==> config.mk <==
export PLATFORM = sky130hd
export DESIGN_NAME = dfc_ctrl
export DESIGN_NICKNAME = d
export VERILOG_FILES = /design/src/dfc_pkg.sv /design/src/dfc_adjust.sv /design/src/dfc_ctrl.sv /design/src/dfc_oppoint.sv
export SDC_FILE = /design/constraint.sdc
export NUM_CORES = 1
export LEC_CHECK = 0
export BUFFER_PORTS_ARGS = -buffer_cell sky130_fd_sc_hd__buf_2
export CELL_PAD_IN_SITES_DETAIL_PLACEMENT = 0
export CELL_PAD_IN_SITES_GLOBAL_PLACEMENT = 1
export CORE_MARGIN = 8
export CORE_UTILIZATION = 45
export DETAILED_ROUTE_END_ITERATION = 7
export HOLD_SLACK_MARGIN = 0.12
export PLACE_DENSITY = 0.91
export RECOVER_POWER = 100
export SYNTH_ARGS = -nofsm -noshare
export SYNTH_HDL_FRONTEND = slang
export SYNTH_SLANG_ARGS = --single-unit
==> constraint.sdc <==
create_clock -name clk -period 10.2 [get_ports clk]
set_input_delay 1.53 -clock clk [delete_from_list [all_inputs] [get_ports clk]]
set_output_delay 1.53 -clock clk [all_outputs]
set_load 0.05 [all_outputs]
==> src/dfc_pkg.sv <==
// constants for the dynamic fan floor control register and its helpers
`default_nettype none
package dfc_pkg;
    localparam int          DW              = 8;
    localparam int          NCH             = 3;
    // register addresses
    localparam logic [7:0]  ADDR_OP_R1      = 8'h8B;
    localparam logic [7:0]  ADDR_OP_LOC     = 8'h8C;
    localparam logic [7:0]  ADDR_OP_R2      = 8'h8D;
    localparam logic [7:0]  ADDR_CTRL1      = 8'h8E;
    // reset values
    localparam logic [7:0]  CTRL1_RESET     = 8'h00;
    localparam logic [7:0]  OP_RESET        = 8'h64;
    // control register field positions
    localparam int          BIT_R2_IVL_MSB  = 0;
    localparam int          BIT_CORE_POLICY = 1;
    localparam int          BIT_CAPTURE0    = 2;
    localparam int          BIT_ENABLE0     = 5;
    // channel indices
    localparam int          CH_R1           = 0;
    localparam int          CH_LOC          = 1;
    localparam int          CH_R2           = 2;
    // adjustment step and interval shaping
    localparam logic [7:0]  FLOOR_STEP      = 8'h01;
    localparam logic [7:0]  IVL_BASE        = 8'h01;
    localparam logic [7:0]  TEMP_MIN        = 8'h00;
    localparam logic [7:0]  TEMP_MAX        = 8'hFF;
endpackage
`default_nettype wire
==> src/dfc_adjust.sv <==
// dynamic fan start temperature adjuster for one channel
`timescale 1ns/100ps
`default_nettype none
module dfc_adjust (
    input  wire logic       clk,         // system clock
    input  wire logic       rst_n,       // async reset, low
    input  wire logic       clk_en,      // freezes state when low
    input  wire logic       enable,      // dynamic adjust on
    input  wire logic       tick,        // monitoring cycle pulse
    input  wire logic [2:0] ivl_code,    // cycles between adjustments
    input  wire logic [7:0] cur_temp,    // current temperature
    input  wire logic [7:0] op_point,    // operating point
    input  wire logic [7:0] hi_limit,    // high limit
    input  wire logic [7:0] lo_limit,    // low limit
    input  wire logic [7:0] floor_prog,  // programmed fan start temp
    output logic      [7:0] floor_out    // fan start temp in use
);
    logic [7:0] floor_ff;
    logic [7:0] cnt_ff;
    logic [7:0] nxt_floor;
    logic [7:0] nxt_cnt;
    logic [7:0] ivl_len;
    logic       step_now;

    // interval length in monitoring cycles, doubling per code step
    assign ivl_len  = dfc_pkg::IVL_BASE << ivl_code;
    assign step_now = tick && (cnt_ff >= ivl_len - dfc_pkg::IVL_BASE);

    // floor tracks program when off, steps toward comfort when on
    always_comb begin
        nxt_floor = floor_ff;
        nxt_cnt   = cnt_ff;
        if (!enable) begin
            nxt_floor = floor_prog;
            nxt_cnt   = '0;
        end else if (tick) begin
            nxt_cnt = step_now ? 8'h00 : cnt_ff + dfc_pkg::IVL_BASE;
            if (step_now) begin
                if ((cur_temp > op_point || cur_temp > hi_limit)
                    && floor_ff > dfc_pkg::TEMP_MIN) begin
                    nxt_floor = floor_ff - dfc_pkg::FLOOR_STEP;
                end else if (cur_temp < lo_limit
                    && floor_ff < op_point
                    && floor_ff < dfc_pkg::TEMP_MAX) begin
                    nxt_floor = floor_ff + dfc_pkg::FLOOR_STEP;
                end
            end
        end
    end

    // register update
    always_ff @(posedge clk or negedge rst_n) begin
        if (!rst_n) begin
            floor_ff <= 8'h00;
            cnt_ff   <= 8'h00;
        end else if (clk_en) begin
            floor_ff <= nxt_floor;
            cnt_ff   <= nxt_cnt;
        end
    end

    assign floor_out = floor_ff;

    a_floor_disabled: assert property (
        @(posedge clk) disable iff (!rst_n)
        (clk_en && !enable) |=> (floor_ff == $past(floor_prog)))
        else $error("floor not following program while disabled");
    a_floor_steady: assert property (
        @(posedge clk) disable iff (!rst_n)
        (clk_en && enable && !step_now && $stable(enable))
        |=> (floor_ff == $past(floor_ff)))
        else $error("floor moved between adjustment points");
endmodule
`default_nettype wire

==> src/dfc_ctrl.sv <==
// dynamic fan floor control register, capture and core undervolt policy
//
// Functional notes
// - bit 0 is top bit of remote 2 interval; low two bits elsewhere
// - interval code sets monitoring cycles between fan start adjustments
// - policy, standby, core low: flag, stop hot monitor, floors back to program, block shutdown
// - core undervolt drives alert only when its alert is enabled
// - bit 2 and overtemp line copy remote 1 temperature to operating point
// - bit 2 clear: remote 1 operating point keeps programmed value
// - bit 3 and overtemp line copy local temperature to operating point
// - bit 3 clear: local operating point keeps programmed value
// - bit 4 and overtemp line copy remote 2 temperature to operating point
// - bit 4 clear: remote 2 operating point keeps programmed value
// - bit 5 enables dynamic fan start adjustment on remote 1
// - bit 6 enables dynamic fan start adjustment on local channel
// - bit 7 enables dynamic fan start adjustment on remote 2
// - enabled channel adjusts from temperature, operating point, limits
// - disabled channel keeps fan start temperature, ordinary auto control
// - lock bit set makes register read-only, writes ignored
// - register at 0x8E, resets to zero
// - operating points at 0x8B, 0x8C, 0x8D, reset to 100 degrees
`timescale 1ns/100ps
`default_nettype none
module dfc_ctrl (
    input  wire logic            clk,            // 25 MHz system clock
    input  wire logic            rst_n,          // async reset, low
    input  wire logic            clk_en,         // freezes state when low
    // internal register port from the serial management interface
    input  wire logic [7:0]      reg_addr,       // register address
    input  wire logic            reg_wr,         // write strobe, one cycle
    input  wire logic [7:0]      reg_wdata,      // write data
    input  wire logic            reg_rd,         // read strobe, one cycle
    output logic      [7:0]      reg_rdata,      // read data, registered
    input  wire logic            lock,           // config lock bit
    // monitoring inputs
    input  wire logic            monitor_tick,   // monitoring cycle pulse
    input  wire logic            overtemp_line,  // overtemp line asserted
    input  wire logic [2:0][7:0] cur_temp,       // latest temps per channel
    input  wire logic [2:0][7:0] hi_limit,       // high limits
    input  wire logic [2:0][7:0] lo_limit,       // low limits
    input  wire logic [2:0][7:0] floor_prog,     // programmed start temps
    input  wire logic [2:0]      ivl_r1,         // remote 1 interval code
    input  wire logic [2:0]      ivl_loc,        // local interval code
    input  wire logic [1:0]      ivl_r2_low,     // remote 2 interval low bits
    // core supply
    input  wire logic            standby_power,  // running on standby rail
    input  wire logic [7:0]      core_supply_reading, // core voltage reading
    input  wire logic [7:0]      core_low_limit, // core low limit
    input  wire logic            core_alert_en,  // alert enabled for core low
    // outputs
    output logic                 core_low_status, // status reg 1 bit 1
    output logic                 alert_out,      // alert request
    output logic                 processor_hot_monitor_en, // hot monitor on
    output logic                 shutdown_block, // shutdown forbidden
    output logic [2:0][7:0]      fan_start_temperature // floors in use
);
    logic [7:0]      ctrl_ff;
    logic [7:0]      nxt_ctrl;
    logic [7:0]      rdata_ff;
    logic [7:0]      nxt_rdata;
    logic            undervolt_ff;
    logic            nxt_undervolt;
    logic            capture_evt;
    logic [2:0]      op_wr;
    logic [2:0][7:0] op_point;
    logic [2:0]      adj_en;
    logic [2:0][2:0] ivl_code;
    logic            wr_ok;

    // writes only pass while unlocked
    assign wr_ok = reg_wr && !lock;

    // control register next value
    always_comb begin
        nxt_ctrl = ctrl_ff;
        if (wr_ok && reg_addr == dfc_pkg::ADDR_CTRL1) begin
            nxt_ctrl = reg_wdata;
        end
    end

    // control register state
    always_ff @(posedge clk or negedge rst_n) begin
        if (!rst_n) begin
            ctrl_ff <= dfc_pkg::CTRL1_RESET;
        end else if (clk_en) begin
            ctrl_ff <= nxt_ctrl;
        end
    end

    // core undervolt condition follows the reading both ways
    always_comb begin
        nxt_undervolt = ctrl_ff[dfc_pkg::BIT_CORE_POLICY] && standby_power
                        && (core_supply_reading < core_low_limit);
    end

    // undervolt state
    always_ff @(posedge clk or negedge rst_n) begin
        if (!rst_n) begin
            undervolt_ff <= 1'b0;
        end else if (clk_en) begin
            undervolt_ff <= nxt_undervolt;
        end
    end

    // policy outputs
    assign core_low_status          = undervolt_ff;
    assign processor_hot_monitor_en = !undervolt_ff;
    assign shutdown_block           = undervolt_ff;
    assign alert_out                = undervolt_ff && core_alert_en;

    // capture happens on the tick that sees the line asserted
    assign capture_evt = monitor_tick && overtemp_line;

    // remote 2 interval spans both registers
    assign ivl_code[dfc_pkg::CH_R1]  = ivl_r1;
    assign ivl_code[dfc_pkg::CH_LOC] = ivl_loc;
    assign ivl_code[dfc_pkg::CH_R2]  =
        {ctrl_ff[dfc_pkg::BIT_R2_IVL_MSB], ivl_r2_low};

    // per channel operating point and floor adjuster
    genvar g;
    generate
        for (g = 0; g < dfc_pkg::NCH; g = g + 1) begin : g_ch
            // channel address decode
            assign op_wr[g] = wr_ok
                && (reg_addr == dfc_pkg::ADDR_OP_R1 + 8'(g));
            // dynamic adjust off during core undervolt, floor returns to programmed value
            assign adj_en[g] = ctrl_ff[dfc_pkg::BIT_ENABLE0 + g]
                && !undervolt_ff;

            dfc_oppoint u_op (
                .clk         (clk),
                .rst_n       (rst_n),
                .clk_en      (clk_en),
                .wr_en       (op_wr[g]),
                .wr_data     (reg_wdata),
                .capture_en  (ctrl_ff[dfc_pkg::BIT_CAPTURE0 + g]),
                .capture_evt (capture_evt),
                .cur_temp    (cur_temp[g]),
                .op_point    (op_point[g])
            );

            dfc_adjust u_adj (
                .clk        (clk),
                .rst_n      (rst_n),
                .clk_en     (clk_en),
                .enable     (adj_en[g]),
                .tick       (monitor_tick),
                .ivl_code   (ivl_code[g]),
                .cur_temp   (cur_temp[g]),
                .op_point   (op_point[g]),
                .hi_limit   (hi_limit[g]),
                .lo_limit   (lo_limit[g]),
                .floor_prog (floor_prog[g]),
                .floor_out  (fan_start_temperature[g])
            );

            // per channel checks
            a_ch_capture: assert property (
                @(posedge clk) disable iff (!rst_n)
                (clk_en && ctrl_ff[dfc_pkg::BIT_CAPTURE0 + g] && capture_evt)
                |=> (op_point[g] == $past(cur_temp[g])))
                else $error("channel capture missed");
            a_ch_hold: assert property (
                @(posedge clk) disable iff (!rst_n)
                (clk_en && !ctrl_ff[dfc_pkg::BIT_CAPTURE0 + g] && !op_wr[g])
                |=> (op_point[g] == $past(op_point[g])))
                else $error("operating point moved without write or capture");
            a_ch_write: assert property (
                @(posedge clk) disable iff (!rst_n)
                (clk_en && op_wr[g] && !capture_evt)
                |=> (op_point[g] == $past(reg_wdata)))
                else $error("operating point write not stored");
            a_ch_disabled: assert property (
                @(posedge clk) disable iff (!rst_n)
                (clk_en && !ctrl_ff[dfc_pkg::BIT_ENABLE0 + g])
                |=> (fan_start_temperature[g] == $past(floor_prog[g])))
                else $error("disabled channel floor not programmed value");
            a_ch_freeze: assert property (
                @(posedge clk) disable iff (!rst_n)
                (!clk_en) |=> (op_point[g] == $past(op_point[g])
                    && fan_start_temperature[g]
                       == $past(fan_start_temperature[g])))
                else $error("channel state moved while clock enable low");
        end
    endgenerate

    // read mux, unmapped reads return zero
    always_comb begin
        nxt_rdata = rdata_ff;
        if (reg_rd) begin
            case (reg_addr)
                dfc_pkg::ADDR_CTRL1:  nxt_rdata = ctrl_ff;
                dfc_pkg::ADDR_OP_R1:  nxt_rdata = op_point[dfc_pkg::CH_R1];
                dfc_pkg::ADDR_OP_LOC: nxt_rdata = op_point[dfc_pkg::CH_LOC];
                dfc_pkg::ADDR_OP_R2:  nxt_rdata = op_point[dfc_pkg::CH_R2];
                default:              nxt_rdata = 8'h00;
            endcase
        end
    end

    // read data register
    always_ff @(posedge clk or negedge rst_n) begin
        if (!rst_n) begin
            rdata_ff <= 8'h00;
        end else if (clk_en) begin
            rdata_ff <= nxt_rdata;
        end
    end

    assign reg_rdata = rdata_ff;

    // register bank checks
    a_lock_blocks: assert property (
        @(posedge clk) disable iff (!rst_n)
        (clk_en && lock) |=> (ctrl_ff == $past(ctrl_ff)))
        else $error("control register changed while locked");

    a_ctrl_write: assert property (
        @(posedge clk) disable iff (!rst_n)
        (clk_en && reg_wr && !lock && reg_addr == dfc_pkg::ADDR_CTRL1)
        |=> (ctrl_ff == $past(reg_wdata)))
        else $error("unlocked write not stored");

    a_read_ctrl: assert property (
        @(posedge clk) disable iff (!rst_n)
        (clk_en && reg_rd && reg_addr == dfc_pkg::ADDR_CTRL1)
        |=> (reg_rdata == $past(ctrl_ff)))
        else $error("control register read back wrong");

    a_read_op: assert property (
        @(posedge clk) disable iff (!rst_n)
        (clk_en && reg_rd && reg_addr == dfc_pkg::ADDR_OP_LOC)
        |=> (reg_rdata == $past(op_point[dfc_pkg::CH_LOC])))
        else $error("local operating point read back wrong");

    a_read_unmapped: assert property (
        @(posedge clk) disable iff (!rst_n)
        (clk_en && reg_rd && (reg_addr < dfc_pkg::ADDR_OP_R1
                              || reg_addr > dfc_pkg::ADDR_CTRL1))
        |=> (reg_rdata == 8'h00))
        else $error("unmapped read not zero");

    a_read_hold: assert property (
        @(posedge clk) disable iff (!rst_n)
        (!reg_rd) |=> (reg_rdata == $past(reg_rdata)))
        else $error("read data changed without a read");

    a_freeze_state: assert property (
        @(posedge clk) disable iff (!rst_n)
        (!clk_en) |=> (ctrl_ff == $past(ctrl_ff)
                       && undervolt_ff == $past(undervolt_ff)))
        else $error("state moved while clock enable low");

    // core undervolt policy checks
    a_undervolt_set: assert property (
        @(posedge clk) disable iff (!rst_n)
        (clk_en && ctrl_ff[dfc_pkg::BIT_CORE_POLICY] && standby_power
         && core_supply_reading < core_low_limit)
        |=> (core_low_status && shutdown_block && !processor_hot_monitor_en))
        else $error("core undervolt policy not applied");

    a_undervolt_clear: assert property (
        @(posedge clk) disable iff (!rst_n)
        (clk_en && core_supply_reading >= core_low_limit)
        |=> (!core_low_status && processor_hot_monitor_en))
        else $error("core undervolt policy did not release");

    a_policy_off: assert property (
        @(posedge clk) disable iff (!rst_n)
        (clk_en && (!ctrl_ff[dfc_pkg::BIT_CORE_POLICY] || !standby_power))
        |=> (!core_low_status && !shutdown_block))
        else $error("undervolt policy active without bit or standby");

    a_policy_follow: assert property (
        @(posedge clk) disable iff (!rst_n)
        (processor_hot_monitor_en == !core_low_status)
        && (shutdown_block == core_low_status))
        else $error("policy outputs disagree with status");

    a_alert_gate: assert property (
        @(posedge clk) disable iff (!rst_n)
        alert_out == (core_low_status && core_alert_en))
        else $error("alert not gated by its enable");

    a_adjust_off_uv: assert property (
        @(posedge clk) disable iff (!rst_n)
        (clk_en && undervolt_ff)
        |=> (fan_start_temperature == $past(floor_prog)))
        else $error("dynamic adjust not suspended on undervolt");

    // capture and interval checks
    a_r2_capture: assert property (
        @(posedge clk) disable iff (!rst_n)
        (clk_en && ctrl_ff[dfc_pkg::BIT_CAPTURE0 + dfc_pkg::CH_R2]
         && monitor_tick && overtemp_line)
        |=> (op_point[dfc_pkg::CH_R2] == $past(cur_temp[dfc_pkg::CH_R2])))
        else $error("remote 2 capture missed");

    a_r2_interval: assert property (
        @(posedge clk) disable iff (!rst_n)
        ivl_code[dfc_pkg::CH_R2][2] == ctrl_ff[dfc_pkg::BIT_R2_IVL_MSB])
        else $error("remote 2 interval top bit wrong");
endmodule
`default_nettype wire

==> src/dfc_oppoint.sv <==
// one operating-point register with overtemperature capture
`timescale 1ns/100ps
`default_nettype none
module dfc_oppoint (
    input  wire logic       clk,          // system clock
    input  wire logic       rst_n,        // async reset, low
    input  wire logic       clk_en,       // freezes state when low
    input  wire logic       wr_en,        // unlocked write to this register
    input  wire logic [7:0] wr_data,      // write value
    input  wire logic       capture_en,   // capture bit for this channel
    input  wire logic       capture_evt,  // tick with line asserted
    input  wire logic [7:0] cur_temp,     // latest completed conversion
    output logic      [7:0] op_point      // operating point value
);
    logic [7:0] op_ff;
    logic [7:0] nxt_op;

    // capture beats a software write in the same cycle
    always_comb begin
        nxt_op = op_ff;
        if (wr_en) begin
            nxt_op = wr_data;
        end
        if (capture_en && capture_evt) begin
            nxt_op = cur_temp;
        end
    end

    // register update
    always_ff @(posedge clk or negedge rst_n) begin
        if (!rst_n) begin
            op_ff <= dfc_pkg::OP_RESET;
        end else if (clk_en) begin
            op_ff <= nxt_op;
        end
    end

    assign op_point = op_ff;

    a_capture_ignored: assert property (
        @(posedge clk) disable iff (!rst_n)
        (clk_en && !capture_en && !wr_en) |=> (op_ff == $past(op_ff)))
        else $error("operating point moved with capture off");
    a_capture_takes: assert property (
        @(posedge clk) disable iff (!rst_n)
        (clk_en && capture_en && capture_evt) |=> (op_ff == $past(cur_temp)))
        else $error("capture did not load current temperature");
endmodule
`default_nettype wire

# Word-level counts from Yosys, hierarchy flattened
# Cells that the tools add are included.
# Widths: inputs -> output; s select.
# op_classes
n_addsub	12
magnitude_cmp	22
eq_ne	13
shifts	3
n_mux	31
n_reduce_logical	46
# ops
op	count
$mux 8	30
$lt 8x8->1	7
$add 8x1->8 const B	6
$gt 8x8->1	6
$sub 8x1->8 const B	6
$eq 8x8->1 const B	4
$pmux 8 s4	1
$logic_and 1x1->1	27
$ge 8x8->1	3
$gt 8x1->1 const B	3
$lt 8x8->1 const B	3
$shl 1x3->8 const A	3
$reduce_and 2->1	8
$ne 2x2->1 const B	6
$reduce_and 4->1	3
$ne 3x3->1 const B	3
$reduce_bool 2->1	3
$logic_or 1x1->1	3
$logic_not 1->1	2
# word_totals
ff_bits	89
input_bits	146
output_inout_bits	36
elab_cells	139

# Longest topological paths before layout
# depth
word_depth	8
depth_mapped	18
mapped_depth_nobuf	17

# Cells and area by module
# Synthesis repeated with hierarchy kept, for this count alone.
# hier_totals
cells_unflattened	937
area_unflattened_um2	8493.1
# by_module_without_submodules
module	instances	cells_each	area_per_inst_um2	seq_area_each_um2
dfc_adjust at g_ch[0].u_adj ...	2	243	2068.2	400.4
dfc_adjust at g_ch[1].u_adj	1	244	2062.0	400.4
dfc_oppoint	3	30	386.6	203.9
dfc_ctrl	1	117	1134.8	425.4

# Least setup slack after synthesis
# Ideal clock, no wire load.
# synth_path
path_type	input-to-reg
from	input port hi_limit[17] in the netlist's numbering
to	register g_ch[2].u_adj.floor_ff[7]
setup_ns	0.121
t_arrival_ns	4.553
t_required_ns	10.079
path_slack_ns	5.526
cell_stages	18
n_path_buf	1
cell_sequence	inv_1 > ha_1 > nor2b_1 > o211ai_1 > a21oi_1 > o21bai_1 > a22o_1 > clkbuf_1 > inv_1 > ha_1 > a21o_1 > a21o_1 > a21o_1 > a2111oi_2 > nor3_1 > xor2_1 > o31ai_2 > a22o_1
# synth_between
elab_chain_len	7
word_cells_on_any_way	9
cone_classes	order compare: 1; eq/ne: 1; mux: 4; reduce/logical: 3
# synth_lines
element	line_no	rtl
from (decl)	dfc_ctrl.sv:39	input wire logic [2:0][7:0] hi_limit,
$gt 8x8->1 *	dfc_adjust.sv:39	if ((cur_temp > op_point || cur_temp > hi_limit)
$logic_or 1x1->1 *	dfc_adjust.sv:39	
$logic_and 1x1->1 *	dfc_adjust.sv:40	&& floor_ff > dfc_pkg::TEMP_MIN) begin
$mux 8	dfc_adjust.sv:39	
$mux 8	dfc_adjust.sv:38	if (step_now) begin
$mux 8	dfc_adjust.sv:36	end else if (tick) begin
$mux 8	dfc_adjust.sv:33	if (!enable) begin
to (signal assigned)	dfc_adjust.sv:57	floor_ff <= nxt_floor;
to (decl)	dfc_adjust.sv:18	logic [7:0] floor_ff;
# Every way passes the cells marked *; elsewhere a longest branch is shown, timed or not. The select of a mux whose other input is x is not followed.
# A chain may end at the register's enable or synchronous reset.

==> results.py <==
metrics = {
    "sta": {
        "layout_setup_ws_ns": 4.51,
        "timing.setup.tns_ns": 0,
        "timing_worst_slew_pin_value_ns": 4.28,
        "rsz0062_at_grt": "false",
        "fin_crit_ns": 5.69,
        "slew_headroom_pct": -186,
        "fmax_mhz": 176,
        "hold-worst-slack_ns": 0.489,
        "final_min_period_over_clock_period_pct": 55.8,
        "timing_hold_violations_final": 0,
        "skew_ns": 0.00880,
        "slew_viol_final": 114,
        "timing.final.setup_violations": 0,
    },
    "route": {
        "postRouteWirelength_um": 22700,
        "vias_per_cell": 5.47,
        "final_antenna_net_count": 0,
        "first_iter_violations": 399,
        "post_route_drc": 0,
        "dr.pass1.iters": 5,
        "dr_total_vias": 7548,
        "wl_per_cell_um": 16.5,
    },
    "layout": {
        "utilization_pct": 52.4,
        "final.fill_count": 1759,
        "area_delta_synth_final_pct": 15.7,
        "layout_common_cells": "sky130_fd_sc_hd__ha_1 (145), sky130_fd_sc_hd__buf_2 (141), sky130_fd_sc_hd__inv_1 (91)",
        "commonest_non_fill_non_tap_cell_in_the_layout": "sky130_fd_sc_hd__ha_1",
        "drive_gt1_share_pct": 15.2,
        "layout.nets": 1433,
    },
    "worst_hold_path": {
        "min_path_type": "flip-flop to flip-flop",
        "worstHoldPathCells": 1,
        "hold_end": "reg_rdata[3]",
        "hold_path.startpoint": "reg_rdata[3]",
    },
    "clock_network": {
        "cts_resized": 0,
        "postCtsSetupBuffers": 0,
        "cts_num_sinks": 89,
        "clock_tree_from_tritoncts": "done",
        "clk-insertion-delay-late_ns": 0.35,
        "worst_path_clk_slew_ns": 0.07,
        "cts-root-to-sink-buffers": 2,
        "cts_made_buffers": 9,
        "cts_htree_levels": 3,
        "cts-hold-fix-buffers": 0,
        "clock_root_buffer": "sky130_fd_sc_hd__clkbuf_16",
    },
    "worst_setup_path": {
        "timing.critical_path.from": "rst_n",
        "crit_chain": "clkbuf_1, clkbuf_1",
        "reg2regPathDepth": 13,
        "crit_arrival_ns": 5.14,
        "r2r_setup_slack_ns": 6.31,
        "crit_path_frequent_cell": "sky130_fd_sc_hd__clkbuf_1",
        "required_ns": 9.65,
        "r2r_start": "ctrl_ff[0]",
        "critPathCaptureType": "async pin",
        "timing.critical_path.slowest_stage_cell": "sky130_fd_sc_hd__clkbuf_1",
        "timing.critical_path.buf_inv": 2,
        "worst_path_dominant_cell_family": "buffers and inverters",
        "timing.critical_path.fanout_max": 79,
        "crit_path_category": "primary input to async pin",
        "reg2reg_to": "g_ch[2].u_adj.floor_out[2]",
        "worst_path_largest_cell_delay_ns": 3.03,
        "start_kind": "primary input",
    },
    "synthesis": {
        "synth.yosys.seq_area_share_pct": 26.8,
        "number_of_distinct_library_cell_variants_in_the_gate_level_netlist_after_synthesis": 65,
        "synth-edff-count": 0,
        "ys_seq_elements": 89,
        "synthesis.area_mm2": 0.00837,
        "synth.avg_cell_area_um2": 8.68,
        "postSynthCellCount": 964,
        "synth_async_sr_flop_share_pct": 100,
        "synthFlopType": "sky130_fd_sc_hd__dfrtp_1",
        "yosysWarnings": 0,
    },
    "floorplan": {
        "core_area_mm2": 0.0185,
        "row_count": 50,
        "fp.dieArea_mm2": 0.0232,
        "die-width_um": 152,
        "boundaryPins": 182,
        "initial_utilization_pct": 45.3,
        "dieHeight_um": 152,
    },
    "placed_design": {
        "detailedPlacementHpwl_um": 18400,
        "pre_cts_slack_ns": 5.23,
        "place.port_buffers": 181,
        "gpl.final_weighted_congestion": 0.856,
    },
    "power_and_ir_drop": {
        "cellLeakagePower_nw": 4.90,
        "cellPowerDensity_mw_per_mm2": 111,
        "total_power_w": 0.00108,
        "worst_ir_drop_vdd_uv": 81.5,
    },
    "outcome": {
        "violations": "capacitance limit, slew limit",
        "status": "finished, violations left",
    },
    "global_routing": {
        "global_route.usage.total_pct": 19.3,
        "antenna_found_initial": 1,
        "pin_count_of_the_biggest_net_entering_global_routing": 80,
        "grt_pass1_wl_um": 37300,
        "first_global_vias": 7629,
        "grt-ovfl-total": 0,
    },
    "flow_run": {
        "cap_violations": 3,
    },
}
-- stage by stage --
stage | area (um2) | instances
detailed placement | 9500 | 1362
finish | 9680 | 1379
global route | 9680 | 1378
CTS | 9800 | 1378
global placement | 9500 | 1362
floorplan | 8370 | 966
-- power breakdown --
group / leakage, nW / switching (W) / internal (W)
Clock: 0.148 / 0.000146 / 0.000193
Combinational: 3.61 / 0.000201 / 0.000139
Sequential: 1.15 / 0.0000290 / 0.000371
-- flip-flops by register name, indices dropped and copies added (netlist names) --
name and count:
g_ch.u_op.op_point 24, g_ch.u_adj.cnt_ff 24, ctrl_ff 8, g_ch.u_adj.floor_out 24, reg_rdata 8, core_low_status 1
-- cell usage after synthesis, drive strengths merged (6+ instances only) --
library cell / count / area, um2
a21o: 29 / 218
a211oi: 13 / 97.6
xor2: 22 / 193
ha: 145 / 1810
nor2: 70 / 263
nor4: 8 / 50.1
mux2i: 24 / 240
inv: 94 / 353
nand4: 27 / 169
nand2: 80 / 300
dfstp: 9 / 236
buf: 6 / 33.8
nor2b: 20 / 125
nand2b: 12 / 75.1
o21bai: 9 / 67.6
clkbuf: 14 / 52.6
o21a: 6 / 45.0
a211o: 7 / 61.3
nor3: 9 / 55.1
o211ai: 13 / 97.6
a21oi: 70 / 350
o21ai: 73 / 392
mux2: 23 / 259
nand3: 20 / 100
xnor2: 12 / 105
dfrtp: 80 / 2000
nor3b: 7 / 62.6
o31ai: 6 / 50.1
or3: 6 / 37.5
a222oi: 8 / 80.1
-- worst max path at each step --
stage,endpoint,slack [ns],cells after the start
after floorplan,g_ch[2].u_adj.floor_out[7],5.53,18
after detailed placement,g_ch[2].u_adj.floor_out[7],5.23,17
after global routing,g_ch[2].u_adj.floor_out[0],3.56,2
after global placement,g_ch[2].u_adj.floor_out[7],5.33,17
final,g_ch[1].u_op.op_point[3],4.51,2
after CTS,g_ch[2].u_adj.floor_out[7],5.60,17
-- routing by layer --
| metal | vias up | routed length [um] | track usage [%] |
|---|---|---|---|
| li1 | 3838 | - | - |
| met3 | 23 | 1000 | 3.55 |
| met5 | - | 17 | 0 |
| met2 | 160 | 10900 | 32.9 |
| met4 | 2 | 286 | 4.52 |
| met1 | 3525 | 10500 | 24.9 |
-- logic make-up after synthesis --
kind of cell               share of synthesized area, %
buffers and inverters                              5.29
AOI/OAI and AO/OA                                  20.5
muxes                                              5.97
other                                            0.0448
xor gates and xnor gates                           3.56
and+or+nand+nor                                    15.5
adders and majority gates                          22.4
DFF                                                26.8
-- final cells by class --
| cell class | count | area (um2) | area share [%] |
|---|---|---|---|
| Antenna cell | 1 | 2.50 | 0.0259 |
| Clock buffer | 10 | 229 | 2.37 |
| Clock inverter | 6 | 73.8 | 0.763 |
| Inverter | 95 | 357 | 3.68 |
| Multi-Input combinational cell | 762 | 5630 | 58.1 |
| Sequential cell | 89 | 2240 | 23.1 |
| Tap cell | 234 | 293 | 3.02 |
| Timing Repair Buffer | 182 | 860 | 8.88 |
No activity file was read; power rests on OpenSTA's default activity.
